<file path="src/shared/xcfr_pkg.sv">
// Constants and types of the check-framed command responder.
//**********************************************************************
// Notes on behaviour
// - Every frame starts with the start control character 0x02.
// - Text ends with end control character 0x03, then two check characters.
// - Frame text holds at most 120 characters.
// - Check is XOR of all characters from start through end character, seeded zero.
// - Check goes out as two ASCII hex characters, upper nibble first.
// - Identifier is always three ASCII decimal digits, zero padded on the left.
// - Data request with own identifier or none returns the concentration reply; the code drops one that arrives while a reply is still going out.
// - Mode letters M, N and K select measure, zero and span mode.
// - Mode letter S starts a forced background check.
// - Single reply: header, count 01, space separated fields, fillers, space before end.
// - Dual reply: count 02 plus a second identifier, concentration, status, failure group.
// - Request without identifier omits it, except dual replies always carry both.
// - Status bit 0 zero, bit 1 out of service, bit 2 zero, bit 3 span.
// - Status bit 6 is one for volumetric units, zero for gravimetric.
// - Status bit 7 is set while in background mode.
// - Failure bits: 0 flow, 1 instrument, 3 lamp, 5 cell heater, positive logic.
//**********************************************************************
package xcfr_pkg;

   //*******************************************************************
   // Characters
   //*******************************************************************
   localparam logic [7:0] XCFR_STX      = 8'h02;
   localparam logic [7:0] XCFR_ETX      = 8'h03;
   localparam logic [7:0] XCFR_SPACE    = 8'h20;
   localparam logic [7:0] XCFR_ZERO     = 8'h30;
   localparam logic [7:0] XCFR_ONE      = 8'h31;
   localparam logic [7:0] XCFR_TWO      = 8'h32;
   localparam logic [7:0] XCFR_CH_A     = 8'h41;
   localparam logic [7:0] XCFR_CH_D     = 8'h44;
   localparam logic [7:0] XCFR_CH_K     = 8'h4B;
   localparam logic [7:0] XCFR_CH_M     = 8'h4D;
   localparam logic [7:0] XCFR_CH_N     = 8'h4E;
   localparam logic [7:0] XCFR_CH_S     = 8'h53;
   localparam logic [7:0] XCFR_CH_T     = 8'h54;
   localparam logic [7:0] XCFR_MAX_TEXT = 8'h78;
   localparam logic [7:0] XCFR_LEN_NOID = 8'h02;
   localparam logic [7:0] XCFR_LEN_ID   = 8'h05;
   localparam logic [7:0] XCFR_LEN_SET  = 8'h07;

   //*******************************************************************
   // Reply layout positions
   //*******************************************************************
   localparam logic [6:0] XCFR_P_COUNT  = 7'h04;
   localparam logic [6:0] XCFR_P_ID     = 7'h06;
   localparam logic [6:0] XCFR_P_CONC   = 7'h0A;
   localparam logic [6:0] XCFR_P_SS     = 7'h13;
   localparam logic [6:0] XCFR_P_FF     = 7'h16;
   localparam logic [6:0] XCFR_P_FILL   = 7'h19;
   localparam logic [6:0] XCFR_P_GRP2   = 7'h23;
   localparam logic [6:0] XCFR_GRP2_OFS = 7'h1D;
   localparam logic [6:0] XCFR_P_SP2END = 7'h3E;
   localparam logic [6:0] XCFR_P_ETX1   = 7'h23;
   localparam logic [6:0] XCFR_P_ETX2   = 7'h3F;

   //*******************************************************************
   // Registers
   //*******************************************************************
   localparam logic [3:0]  XCFR_REG_CTRL   = 4'h0;
   localparam logic [3:0]  XCFR_REG_STATUS = 4'h4;
   localparam int          XCFR_CTRL_DUAL  = 12;
   localparam int          XCFR_CTRL_VOL   = 13;
   localparam int          XCFR_CTRL_NO2   = 14;
   localparam logic [14:0] XCFR_CTRL_RESET = 15'h0000;
   localparam int          XCFR_SS_OOS     = 1;
   localparam int          XCFR_SS_ZERO    = 2;
   localparam int          XCFR_SS_SPAN    = 3;
   localparam int          XCFR_SS_UNITS   = 6;
   localparam int          XCFR_SS_BKG     = 7;
   localparam int          XCFR_FF_FLOW    = 0;
   localparam int          XCFR_FF_INSTR   = 1;
   localparam int          XCFR_FF_LAMP    = 3;
   localparam int          XCFR_FF_HEATER  = 5;

   //*******************************************************************
   // Types
   //*******************************************************************
   typedef enum logic [1:0]
   {
      RX_IDLE   = 2'b00,
      RX_TEXT   = 2'b01,
      RX_CHK_HI = 2'b10,
      RX_CHK_LO = 2'b11
   } xcfr_rx_state_type;

   typedef enum logic [1:0]
   {
      MODE_MEASURE = 2'b00,
      MODE_ZERO    = 2'b01,
      MODE_SPAN    = 2'b10
   } xcfr_mode_type;

   typedef struct packed
   {
      logic [7:0][7:0] primary;
      logic [7:0][7:0] secondary;
      logic            out_of_service;
      logic            background;
      logic            flow_fault;
      logic            instr_fault;
      logic            lamp_fault;
      logic            heater_fault;
   } xcfr_meas_type;

   typedef struct packed
   {
      xcfr_rx_state_type rx_state;
      logic [7:0]        rx_len;
      logic [7:0]        rx_xor;
      logic [6:0][7:0]   rx_text;
      logic [7:0]        rx_hi;
      xcfr_mode_type     mode;
      logic              bkg_start;
      logic              tx_busy;
      logic [6:0]        tx_pos;
      logic              tx_with_id;
      logic              tx_dual;
      logic [7:0]        tx_xor;
      logic [7:0]        tx_data;
      logic              tx_valid;
      xcfr_meas_type     snap;
      logic [7:0]        snap_ss;
      logic [14:0]       ctrl;
      logic [31:0]       rd_data;
      logic [7:0]        good_cnt;
      logic [7:0]        drop_cnt;
   } xcfr_state_type;

endpackage // xcfr_pkg

</file>
<file path="src/design/xcfr_responder.sv">
// Check-framed command receiver, mode control and concentration reply framer.
//
// Our own choices: the plain strobed port and the register offsets.
module xcfr_responder
   import xcfr_pkg::*;
(
   input  wire logic          i_sys_clk,
   input  wire logic          i_reset_n,
   input  wire logic [7:0]    i_rx_data,
   input  wire logic          i_rx_valid,
   output logic      [7:0]    o_tx_data,
   output logic               o_tx_valid,
   input  wire logic          i_tx_ready,
   input  wire xcfr_meas_type i_meas,
   output logic               o_zero_mode,
   output logic               o_span_mode,
   output logic               o_bkg_start,
   output logic               o_second_is_dioxide,
   input  wire logic [3:0]    i_reg_addr,
   input  wire logic [31:0]   i_reg_wdata,
   input  wire logic          i_reg_wr,
   input  wire logic          i_reg_rd,
   output logic      [31:0]   o_reg_rdata
);

   //*******************************************************************
   // Helpers
   //*******************************************************************
   function automatic logic [7:0] hex_char(input logic [3:0] n);
      return (n < 4'hA) ? (XCFR_ZERO + {4'h0, n}) : (8'h37 + {4'h0, n});
   endfunction

   function automatic logic [7:0] group_char(input logic [6:0] q,
                                             input logic [11:0] id,
                                             input logic [7:0][7:0] conc,
                                             input logic [7:0] ss,
                                             input logic [7:0] ff);
      logic [6:0] k;
      logic [7:0] c;
      k = 7'h00;
      c = XCFR_SPACE;
      if (q >= XCFR_P_ID && q < XCFR_P_ID + 7'h03)
      begin
         k = q - XCFR_P_ID;
         c = {4'h3, id[4'(4'd8 - 4'(k) * 4'd4) +: 4]};
      end
      else if (q >= XCFR_P_CONC && q < XCFR_P_CONC + 7'h08)
      begin
         k = q - XCFR_P_CONC;
         c = conc[3'(3'd7 - k[2:0])];
      end
      else if (q == XCFR_P_SS)
         c = hex_char(ss[7:4]);
      else if (q == XCFR_P_SS + 7'h01)
         c = hex_char(ss[3:0]);
      else if (q == XCFR_P_FF)
         c = hex_char(ff[7:4]);
      else if (q == XCFR_P_FF + 7'h01)
         c = hex_char(ff[3:0]);
      else if (q >= XCFR_P_FILL && q < XCFR_P_FILL + 7'h09)
         c = XCFR_ZERO;
      return c;
   endfunction

   //*******************************************************************
   // State
   //*******************************************************************
   xcfr_state_type s_q;
   xcfr_state_type s_d;

   logic [7:0] s_ff;
   logic [7:0] s_char;
   logic [6:0] s_next_pos;
   logic [6:0] s_last_pos;
   logic       s_check_pos;
   logic       s_id_match;
   logic       s_frame_ok;
   logic       s_is_da;
   logic       s_is_st;
   logic       s_da_id;
   logic       s_da_noid;
   logic [7:0] s_live_ss;

   always_comb
   begin
      s_d = s_q;
      s_d.bkg_start = 1'b0;

      s_ff = 8'h00;
      s_ff[XCFR_FF_FLOW]   = s_q.snap.flow_fault;
      s_ff[XCFR_FF_INSTR]  = s_q.snap.instr_fault;
      s_ff[XCFR_FF_LAMP]   = s_q.snap.lamp_fault;
      s_ff[XCFR_FF_HEATER] = s_q.snap.heater_fault;

      // Status byte taken live so it snapshots with the reply start.
      s_live_ss = 8'h00;
      s_live_ss[XCFR_SS_OOS]   = i_meas.out_of_service;
      s_live_ss[XCFR_SS_ZERO]  = (s_q.mode == MODE_ZERO);
      s_live_ss[XCFR_SS_SPAN]  = (s_q.mode == MODE_SPAN);
      s_live_ss[XCFR_SS_UNITS] = s_q.ctrl[XCFR_CTRL_VOL];
      s_live_ss[XCFR_SS_BKG]   = i_meas.background;

      //****************************************************************
      // Reply character at the current position
      //****************************************************************
      s_last_pos  = s_q.tx_dual ? XCFR_P_ETX2 + 7'h02 : XCFR_P_ETX1 + 7'h02;
      s_check_pos = (s_q.tx_pos > s_last_pos - 7'h02);
      s_next_pos  = s_q.tx_pos + 7'h01;
      if (!s_q.tx_with_id && s_q.tx_pos == XCFR_P_ID - 7'h01)
         s_next_pos = XCFR_P_CONC;
      if (s_q.tx_pos == 7'h00)
         s_char = XCFR_STX;
      else if (s_q.tx_pos == 7'h01)
         s_char = XCFR_CH_M;
      else if (s_q.tx_pos == 7'h02)
         s_char = XCFR_CH_D;
      else if (s_q.tx_pos == 7'h03)
         s_char = XCFR_ZERO;
      else if (s_q.tx_pos == XCFR_P_COUNT)
         s_char = s_q.tx_dual ? XCFR_TWO : XCFR_ONE;
      else if (s_q.tx_pos == s_last_pos - 7'h02)
         s_char = XCFR_ETX;
      else if (s_q.tx_pos == s_last_pos - 7'h01)
         s_char = hex_char(s_q.tx_xor[7:4]);
      else if (s_q.tx_pos == s_last_pos)
         s_char = hex_char(s_q.tx_xor[3:0]);
      else if (s_q.tx_dual && s_q.tx_pos == XCFR_P_SP2END)
         s_char = XCFR_SPACE;
      else if (s_q.tx_dual && s_q.tx_pos >= XCFR_P_GRP2)
         s_char = group_char(s_q.tx_pos - XCFR_GRP2_OFS, s_q.ctrl[11:0], s_q.snap.secondary,
                             s_q.snap_ss, s_ff);
      else
         s_char = group_char(s_q.tx_pos, s_q.ctrl[11:0], s_q.snap.primary, s_q.snap_ss, s_ff);

      if (s_q.tx_valid && i_tx_ready)
         s_d.tx_valid = 1'b0;
      if (s_q.tx_busy && (!s_q.tx_valid || i_tx_ready))
      begin
         if (s_q.tx_pos > s_last_pos)
            s_d.tx_busy = 1'b0;
         else
         begin
            s_d.tx_data  = s_char;
            s_d.tx_valid = 1'b1;
            s_d.tx_pos   = s_next_pos;
            if (!s_check_pos)
               s_d.tx_xor = s_q.tx_xor ^ s_char;
         end
      end

      //****************************************************************
      // Receive
      //****************************************************************
      s_id_match = (s_q.rx_text[2] == {4'h3, s_q.ctrl[11:8]}) &&
                   (s_q.rx_text[3] == {4'h3, s_q.ctrl[7:4]}) &&
                   (s_q.rx_text[4] == {4'h3, s_q.ctrl[3:0]});
      s_frame_ok = (s_q.rx_hi == hex_char(s_q.rx_xor[7:4])) &&
                   (i_rx_data == hex_char(s_q.rx_xor[3:0])) &&
                   (s_q.rx_len <= XCFR_MAX_TEXT);
      s_is_da    = (s_q.rx_text[0] == XCFR_CH_D) && (s_q.rx_text[1] == XCFR_CH_A);
      s_da_noid  = s_is_da && (s_q.rx_len == XCFR_LEN_NOID);
      s_da_id    = s_is_da && (s_q.rx_len == XCFR_LEN_ID) && s_id_match;
      s_is_st    = (s_q.rx_text[0] == XCFR_CH_S) && (s_q.rx_text[1] == XCFR_CH_T) &&
                   (s_q.rx_len == XCFR_LEN_SET) && s_id_match &&
                   (s_q.rx_text[5] == XCFR_SPACE);

      if (i_rx_valid)
      begin
         if (i_rx_data == XCFR_STX)
         begin
            // A start character always resynchronises, even mid-frame.
            s_d.rx_state = RX_TEXT;
            s_d.rx_len   = 8'h00;
            s_d.rx_xor   = XCFR_STX;
         end
         else
         begin
            unique case (s_q.rx_state)
               RX_IDLE: s_d.rx_state = RX_IDLE;
               RX_TEXT:
               begin
                  if (i_rx_data == XCFR_ETX)
                  begin
                     s_d.rx_xor   = s_q.rx_xor ^ XCFR_ETX;
                     s_d.rx_state = RX_CHK_HI;
                  end
                  else
                  begin
                     s_d.rx_xor = s_q.rx_xor ^ i_rx_data;
                     if (s_q.rx_len < 8'h07)
                        s_d.rx_text[3'(s_q.rx_len)] = i_rx_data;
                     if (s_q.rx_len <= XCFR_MAX_TEXT)
                        s_d.rx_len = s_q.rx_len + 8'h01;
                  end
               end
               RX_CHK_HI:
               begin
                  s_d.rx_hi    = i_rx_data;
                  s_d.rx_state = RX_CHK_LO;
               end
               RX_CHK_LO:
               begin
                  s_d.rx_state = RX_IDLE;
                  if (s_frame_ok && (s_da_noid || s_da_id) && !s_q.tx_busy)
                  begin
                     s_d.good_cnt   = s_q.good_cnt + 8'h01;
                     s_d.tx_busy    = 1'b1;
                     s_d.tx_pos     = 7'h00;
                     s_d.tx_xor     = 8'h00;
                     s_d.tx_dual    = s_q.ctrl[XCFR_CTRL_DUAL];
                     s_d.tx_with_id = s_da_id || s_q.ctrl[XCFR_CTRL_DUAL];
                     s_d.snap       = i_meas;
                     s_d.snap_ss    = s_live_ss;
                  end
                  else if (s_frame_ok && s_is_st &&
                           (s_q.rx_text[6] inside {XCFR_CH_M, XCFR_CH_N, XCFR_CH_K, XCFR_CH_S}))
                  begin
                     s_d.good_cnt = s_q.good_cnt + 8'h01;
                     if (s_q.rx_text[6] == XCFR_CH_M)
                        s_d.mode = MODE_MEASURE;
                     else if (s_q.rx_text[6] == XCFR_CH_N)
                        s_d.mode = MODE_ZERO;
                     else if (s_q.rx_text[6] == XCFR_CH_K)
                        s_d.mode = MODE_SPAN;
                     else
                        s_d.bkg_start = 1'b1;
                  end
                  else
                     s_d.drop_cnt = s_q.drop_cnt + 8'h01;
               end
            endcase
         end
      end

      //****************************************************************
      // Register port
      //****************************************************************
      s_d.rd_data = 32'h0000_0000;
      if (i_reg_wr && i_reg_addr == XCFR_REG_CTRL)
         s_d.ctrl = i_reg_wdata[14:0];
      if (i_reg_rd)
      begin
         if (i_reg_addr == XCFR_REG_CTRL)
            s_d.rd_data = {17'h0_0000, s_q.ctrl};
         else if (i_reg_addr == XCFR_REG_STATUS)
            s_d.rd_data = {s_q.good_cnt, s_q.drop_cnt, 5'h00, s_q.tx_busy, s_q.mode, 8'h00};
      end
   end

   always_ff @(posedge i_sys_clk or negedge i_reset_n)
   begin
      if (!i_reset_n)
      begin
         s_q      <= '0;
         s_q.ctrl <= XCFR_CTRL_RESET;
      end
      else
         s_q <= s_d;
   end

   //*******************************************************************
   // Outputs
   //*******************************************************************
   assign o_tx_data           = s_q.tx_data;
   assign o_tx_valid          = s_q.tx_valid;
   assign o_zero_mode         = (s_q.mode == MODE_ZERO);
   assign o_span_mode         = (s_q.mode == MODE_SPAN);
   assign o_bkg_start         = s_q.bkg_start;
   assign o_second_is_dioxide = s_q.ctrl[XCFR_CTRL_NO2];
   assign o_reg_rdata         = s_q.rd_data;

endmodule // xcfr_responder

</file>
<file path="config.mk">
export PLATFORM = sky130hd
export DESIGN_NAME = xcfr_responder
export DESIGN_NICKNAME = d
export VERILOG_FILES = /design/src/shared/xcfr_pkg.sv /design/src/design/xcfr_responder.sv
export SDC_FILE = /design/constraint.sdc
export NUM_CORES = 1
export LEC_CHECK = 0
export ABC_AREA = 1
export BUFFER_PORTS_ARGS = -buffer_cell sky130_fd_sc_hd__buf_2
export CORE_MARGIN = 2
export CORE_UTILIZATION = 59
export CTS_CLUSTER_SIZE = 28
export DETAILED_ROUTE_END_ITERATION = 7
export GPL_TIMING_DRIVEN = 0
export PLACE_DENSITY = 0.81
export SETUP_SLACK_MARGIN = 0.02
export SLEW_MARGIN = 5
export SYNTH_ARGS = -nofsm -noshare
export SYNTH_HDL_FRONTEND = slang
export SYNTH_SLANG_ARGS = --single-unit
</file>
<file path="constraint.sdc">
create_clock -name i_sys_clk -period 5.31 [get_ports i_sys_clk]
set_input_delay 1.3275 -clock i_sys_clk [delete_from_list [all_inputs] [get_ports i_sys_clk]]
set_output_delay 1.3275 -clock i_sys_clk [all_outputs]
set_load 0.02 [all_outputs]
</file>
# Word-level counts from Yosys, hierarchy flattened
# Index checks and enable logic that the tools add are counted.
# W data, S select, Z words.
[totals]
reg_bits = 312
latchBits = 0
mem_bits_rw = 0
rom_bits = 0
inputBits = 184
mem_count = 0
[op_classes]
n_addsub = 31
n_mul = 0
div_mod_pow = 0
n_lt_le_gt_ge = 29
eq_ne = 44
n_shift = 2
mux = 75
bitwise = 8
n_reduce_logical = 55
[ops]
columns = ["op", "count"]
rows = [
  ["$mux W8", 24],
  ["$mux W7", 19],
  ["$mux W56", 2],
  ["$add A6 B4 Y7 const A", 14],
  ["$mux W32", 3],
  ["$mux W72", 1],
  ["$eq A8 B7 Y1 const B", 8],
  ["$mux W19", 3],
  ["$bwmux W56", 1],
  ["$eq A7 B5 Y1 const B", 8],
  ["$bmux W8 S3", 2],
  ["$mux W18", 2],
  ["$mux W17", 2],
  ["$logic_and A1 B1 Y1", 29],
  ["$lt A4 B4 Y1 const B", 7],
  ["$add A8 B1 Y8 const B", 3],
  ["$demux W8 S3", 1],
  ["$eq A8 B2 Y1 const B", 3],
  ["$eq A8 B6 Y1", 3],
  ["$shiftx A12 B5 Y4", 2],
  ["$eq A7 B7 Y1", 3],
  ["$eq A8 B3 Y1 const B", 2],
  ["$eq A8 B7 Y1", 2],
  ["$xor A8 B8 Y8", 2],
  ["52 further kinds", 98],
]

# Longest topological paths before layout
[logic_depth]
depth_word = 28
ltp_mapped = 32
ltp_nobuf = 28

# Worst setup path after synthesis
# OpenSTA, ideal clock, no wires.
[synth_timing]
kind = "reg-to-reg"
startpoint = "register s_q[224] (netlist bit)"
endpoint = "register s_q[219] (netlist bit)"
setup_ps = 113
t_arrival_ps = 3648
setup_slack_ps = 1549
stages_incl_launch_ff = 26
cell_sequence = "dfrtp_1 > buf_4 > inv_1 > buf_2 > buf_2 > buf_2 > ha_1 > buf_2 > inv_1 > clkbuf_1 > ha_1 > clkbuf_1 > inv_1 > a221oi_1 > a22oi_1 > or2_0 > nand3_1 > nand2_1 > nand2_1 > nand2_1 > nand2_1 > nand2_1 > nand3_1 > nand2_1 > inv_2 > nor2_1"
[synth_lines]
columns = ["item", "line", "rtl"]
rows = [
  ["start: declaration", "xcfr_responder.sv:68", "xcfr_state_type s_q;"],
]

==> results.tsv <==
metric	value	unit
switching share of total power	29.6	%
Worst R2R Start	s_q[224]	
Psw	0.00180	W
Pint	0.00428	W
die area	30300	um2
GRT Residual Overflow	0	
worst path required time	5.71	ns
share of layout cells above drive strength 1	16.5	%
kind of critical path	reg -> reg	
Gate power share	16.2	%
Worst Min Path Start	s_q[137]	
number of I/O pins	229	
Die Wd	174	um
CTS tree	yes	
clk sinks	311	
Post-route DRC	0	
Max Fclk	191	MHz
relative slew slack	51.4	%
ys flop type	dfrtp_1	
Place WS	-0.445	ns
register area share after synthesis	45.6	%
drt wl/cell	17.7	um
Slew Limit Fails	0	
vias in the first global route	15800	
CTS buffer count	36	
DR vias/cell	5.65	
Reg area	7780	um2
Period minus WS final	5.23	ns
hpwl dp	38.2	mm
Cell Rows	62	
buffer count from post-CTS setup fixing	0	
Gate Count Post-Synth	2262	
Finish-stage setup viols	0	
status	finished clean	
clk buf depth	3	
Starting Density	59.6	%
worst vdd ir	290	uV
largest net degree at the start of global routing	121	
Tightest Pin Transition	0.730	ns
CP Launch Type	flip-flop	
setup slack after layout	0.0778	ns
Crit. Startpoint	s_q[224]	
drt first pass iters	5	
antenna violations before repair	0	
LEAKAGE	10.4	nW
Synth Warn #	0	
gpl congestion	0.981	
diodes inserted	0	
footprint of the multi-input gates	7770	um2
post-synthesis area per instance	7.54	um2
Worst Hold Margin	0.471	ns
antenna viol nets, final	0	
violation count after the first detailed-route iteration	1733	
cells taking the most area after synthesis	dfrtp_1, nand2_1, nor2_1	
Worst-path clk slew	0.06	ns
Via Count	16500	
Post-Route WL	51.6	mm
crit path DAT	5.64	ns
Reg power frac	44.3	%
Setup crit end kind	flip-flop	
Max Fanout on Critical Path	12	
Port-buffer cells	210	
core area	28600	um2
mapped cell area	17100	um2
fin nets	2732	
Clock power frac	39.4	%
die height	174	um
Post-synth EDFFs	0	
hold buffer count at CTS	0	
first-pass GRT wire length	82.0	mm
root buf cell	clkbuf_16	
#FFs+latches synth	311	
Tot GR Track Use	34.1	%
Net Count, Synth	2483	
worst hold-check path type	reg -> reg	
RSZ-0062 raised after global routing	true	
clock insertion delay at the later pin of the skew report	0.53	ns
Pwr Density	307	nW/um2
Async SR Flop Fraction	100	%
max cap viols	0	
Netlist cell types	58	
H-tree levels	2	
post-route clock period utilization	98.5	%
biggest area consumer among synthesized cells	dfrtp_1	
area grow syn2layout	16.1	%
Hold Vio Cnt, Final	0	
Synth top area share	45.6	%
Fill cells	2446	
Final Skew	0.0188	ns
## repair_timing
item                                    in CTS  in global routing
hold endpoints to repair                     0                  0
gates resized for setup                      2                  4
endpoints found under the setup margin      13                 11
## path summary, 6_finish.rpt
check                                  endpoint  slack [ns]  cells past startpoint
worst max-delay path                   s_q[219]        0.08                     24
worst min-delay path                   s_q[137]        0.47                      2
worst max register to register         s_q[219]        0.08                     24
worst min register to register         s_q[137]        0.47                      2
max in group asynchronous               s_q[88]        3.44                      2
min in group asynchronous       o_reg_rdata[28]        0.81                      1
## logic make-up (layout without fill, tap and decap cells)
logic type,after synthesis,after routing,synth area share (%)
compound gates,318,318,10.8
xor+xnor,35,35,1.80
fa+ha+maj,37,37,2.71
buf+inv,335,607,8.86
flops,311,311,45.6
mux,3,3,0.191
other cells,1,1,0.0220
simple gates,1222,1222,30.0
## worst max-delay path, cell delays in order (launching register included)
cell and delay, ns:
dfrtp_1 0.43, buf_4 0.22, inv_1 0.20, buf_2 0.33, clkbuf_4 0.34, clkbuf_4 0.32, ha_1 0.21, buf_2 0.25
inv_1 0.20, clkbuf_4 0.29, ha_2 0.51, inv_1 0.20, a221oi_1 0.43, a22oi_1 0.15, or2_0 0.26, nand3_1 0.12
nand2_1 0.09, nand2_1 0.09, nand2_1 0.07, nand2_1 0.07, nand2_1 0.08, nand3_1 0.09, nand2_1 0.07, inv_2 0.04
nor2_1 0.03
## synthesized netlist by cell type (all sizes together) (10+ instances only)
cell type / n
o211ai: 13
clkbuf: 32
ha: 37
inv: 215
nand4: 36
nand2: 785
nand3: 88
o221ai: 11
or2: 10
o22ai: 15
dfrtp: 311
o21ai: 161
nor2: 222
xor2: 32
nor3: 45
buf: 83
nor4: 26
a21oi: 75
## cell type report
type,count,area share (%)
Multi-Input combinational cell,1616,39.2
Clock inverter,8,0.310
Sequential cell,311,39.3
Inverter,220,4.17
Buffer,114,3.49
Tap cell,384,2.43
Timing Repair Buffer,212,5.64
Clock buffer,53,5.44
## power groups by stage
| stage | Sequential [W] | Combinational [W] | Clock (W) |
|---|---|---|---|
| after detailed placement | 0.00273 | 0.000971 | 0 |
| after CTS | 0.00269 | 0.000980 | 0.00242 |
| after global routing | 0.00272 | 0.00113 | 0.00252 |
| final | 0.00270 | 0.000989 | 0.00240 |
| after floorplan | 0.00269 | 0.000656 | 0 |
| after global placement | 0.00273 | 0.000939 | 0 |
## layer usage
layer / part of all wire, % / global-route usage, % / wire length [um]
met5: 0 / 0 / 0
met1: 43 / 48.5 / 22200
met3: 8.6 / 6.12 / 4420
met2: 44 / 52.4 / 22900
met4: 4.0 / 12.6 / 2070
## cell usage in the layout (no fill, tap or decap), types with 29 or more instances in the layout
cell type / count
dfrtp_1: 311
nor2_1: 209
clkbuf_1: 38
nand3_1: 86
xor2_1: 32
a21oi_1: 73
buf_4: 56
ha_1: 36
buf_2: 230
clkbuf_16: 38
nand2_1: 778
inv_1: 186
nor3_1: 40
inv_2: 29
nand4_1: 34
o21ai_0: 148
## through the flow
step / util, % / cells / area [um2] / total power [W] / setup TNS (ns)
floorplan: - / 2262 / 17100 / 0.00335 / 0
global placement: 64.9 / 2856 / 18600 / 0.00367 / -855.78
detailed placement: 65.2 / 2858 / 18700 / 0.00370 / -2.60
CTS: 69.1 / 2918 / 19800 / 0.00609 / 0
global route: 69.2 / 2918 / 19800 / 0.00637 / -0.0216
finish: 69.2 / 2918 / 19800 / 0.00609 / 0
Note: power is estimated with default switching activity, not from simulation.
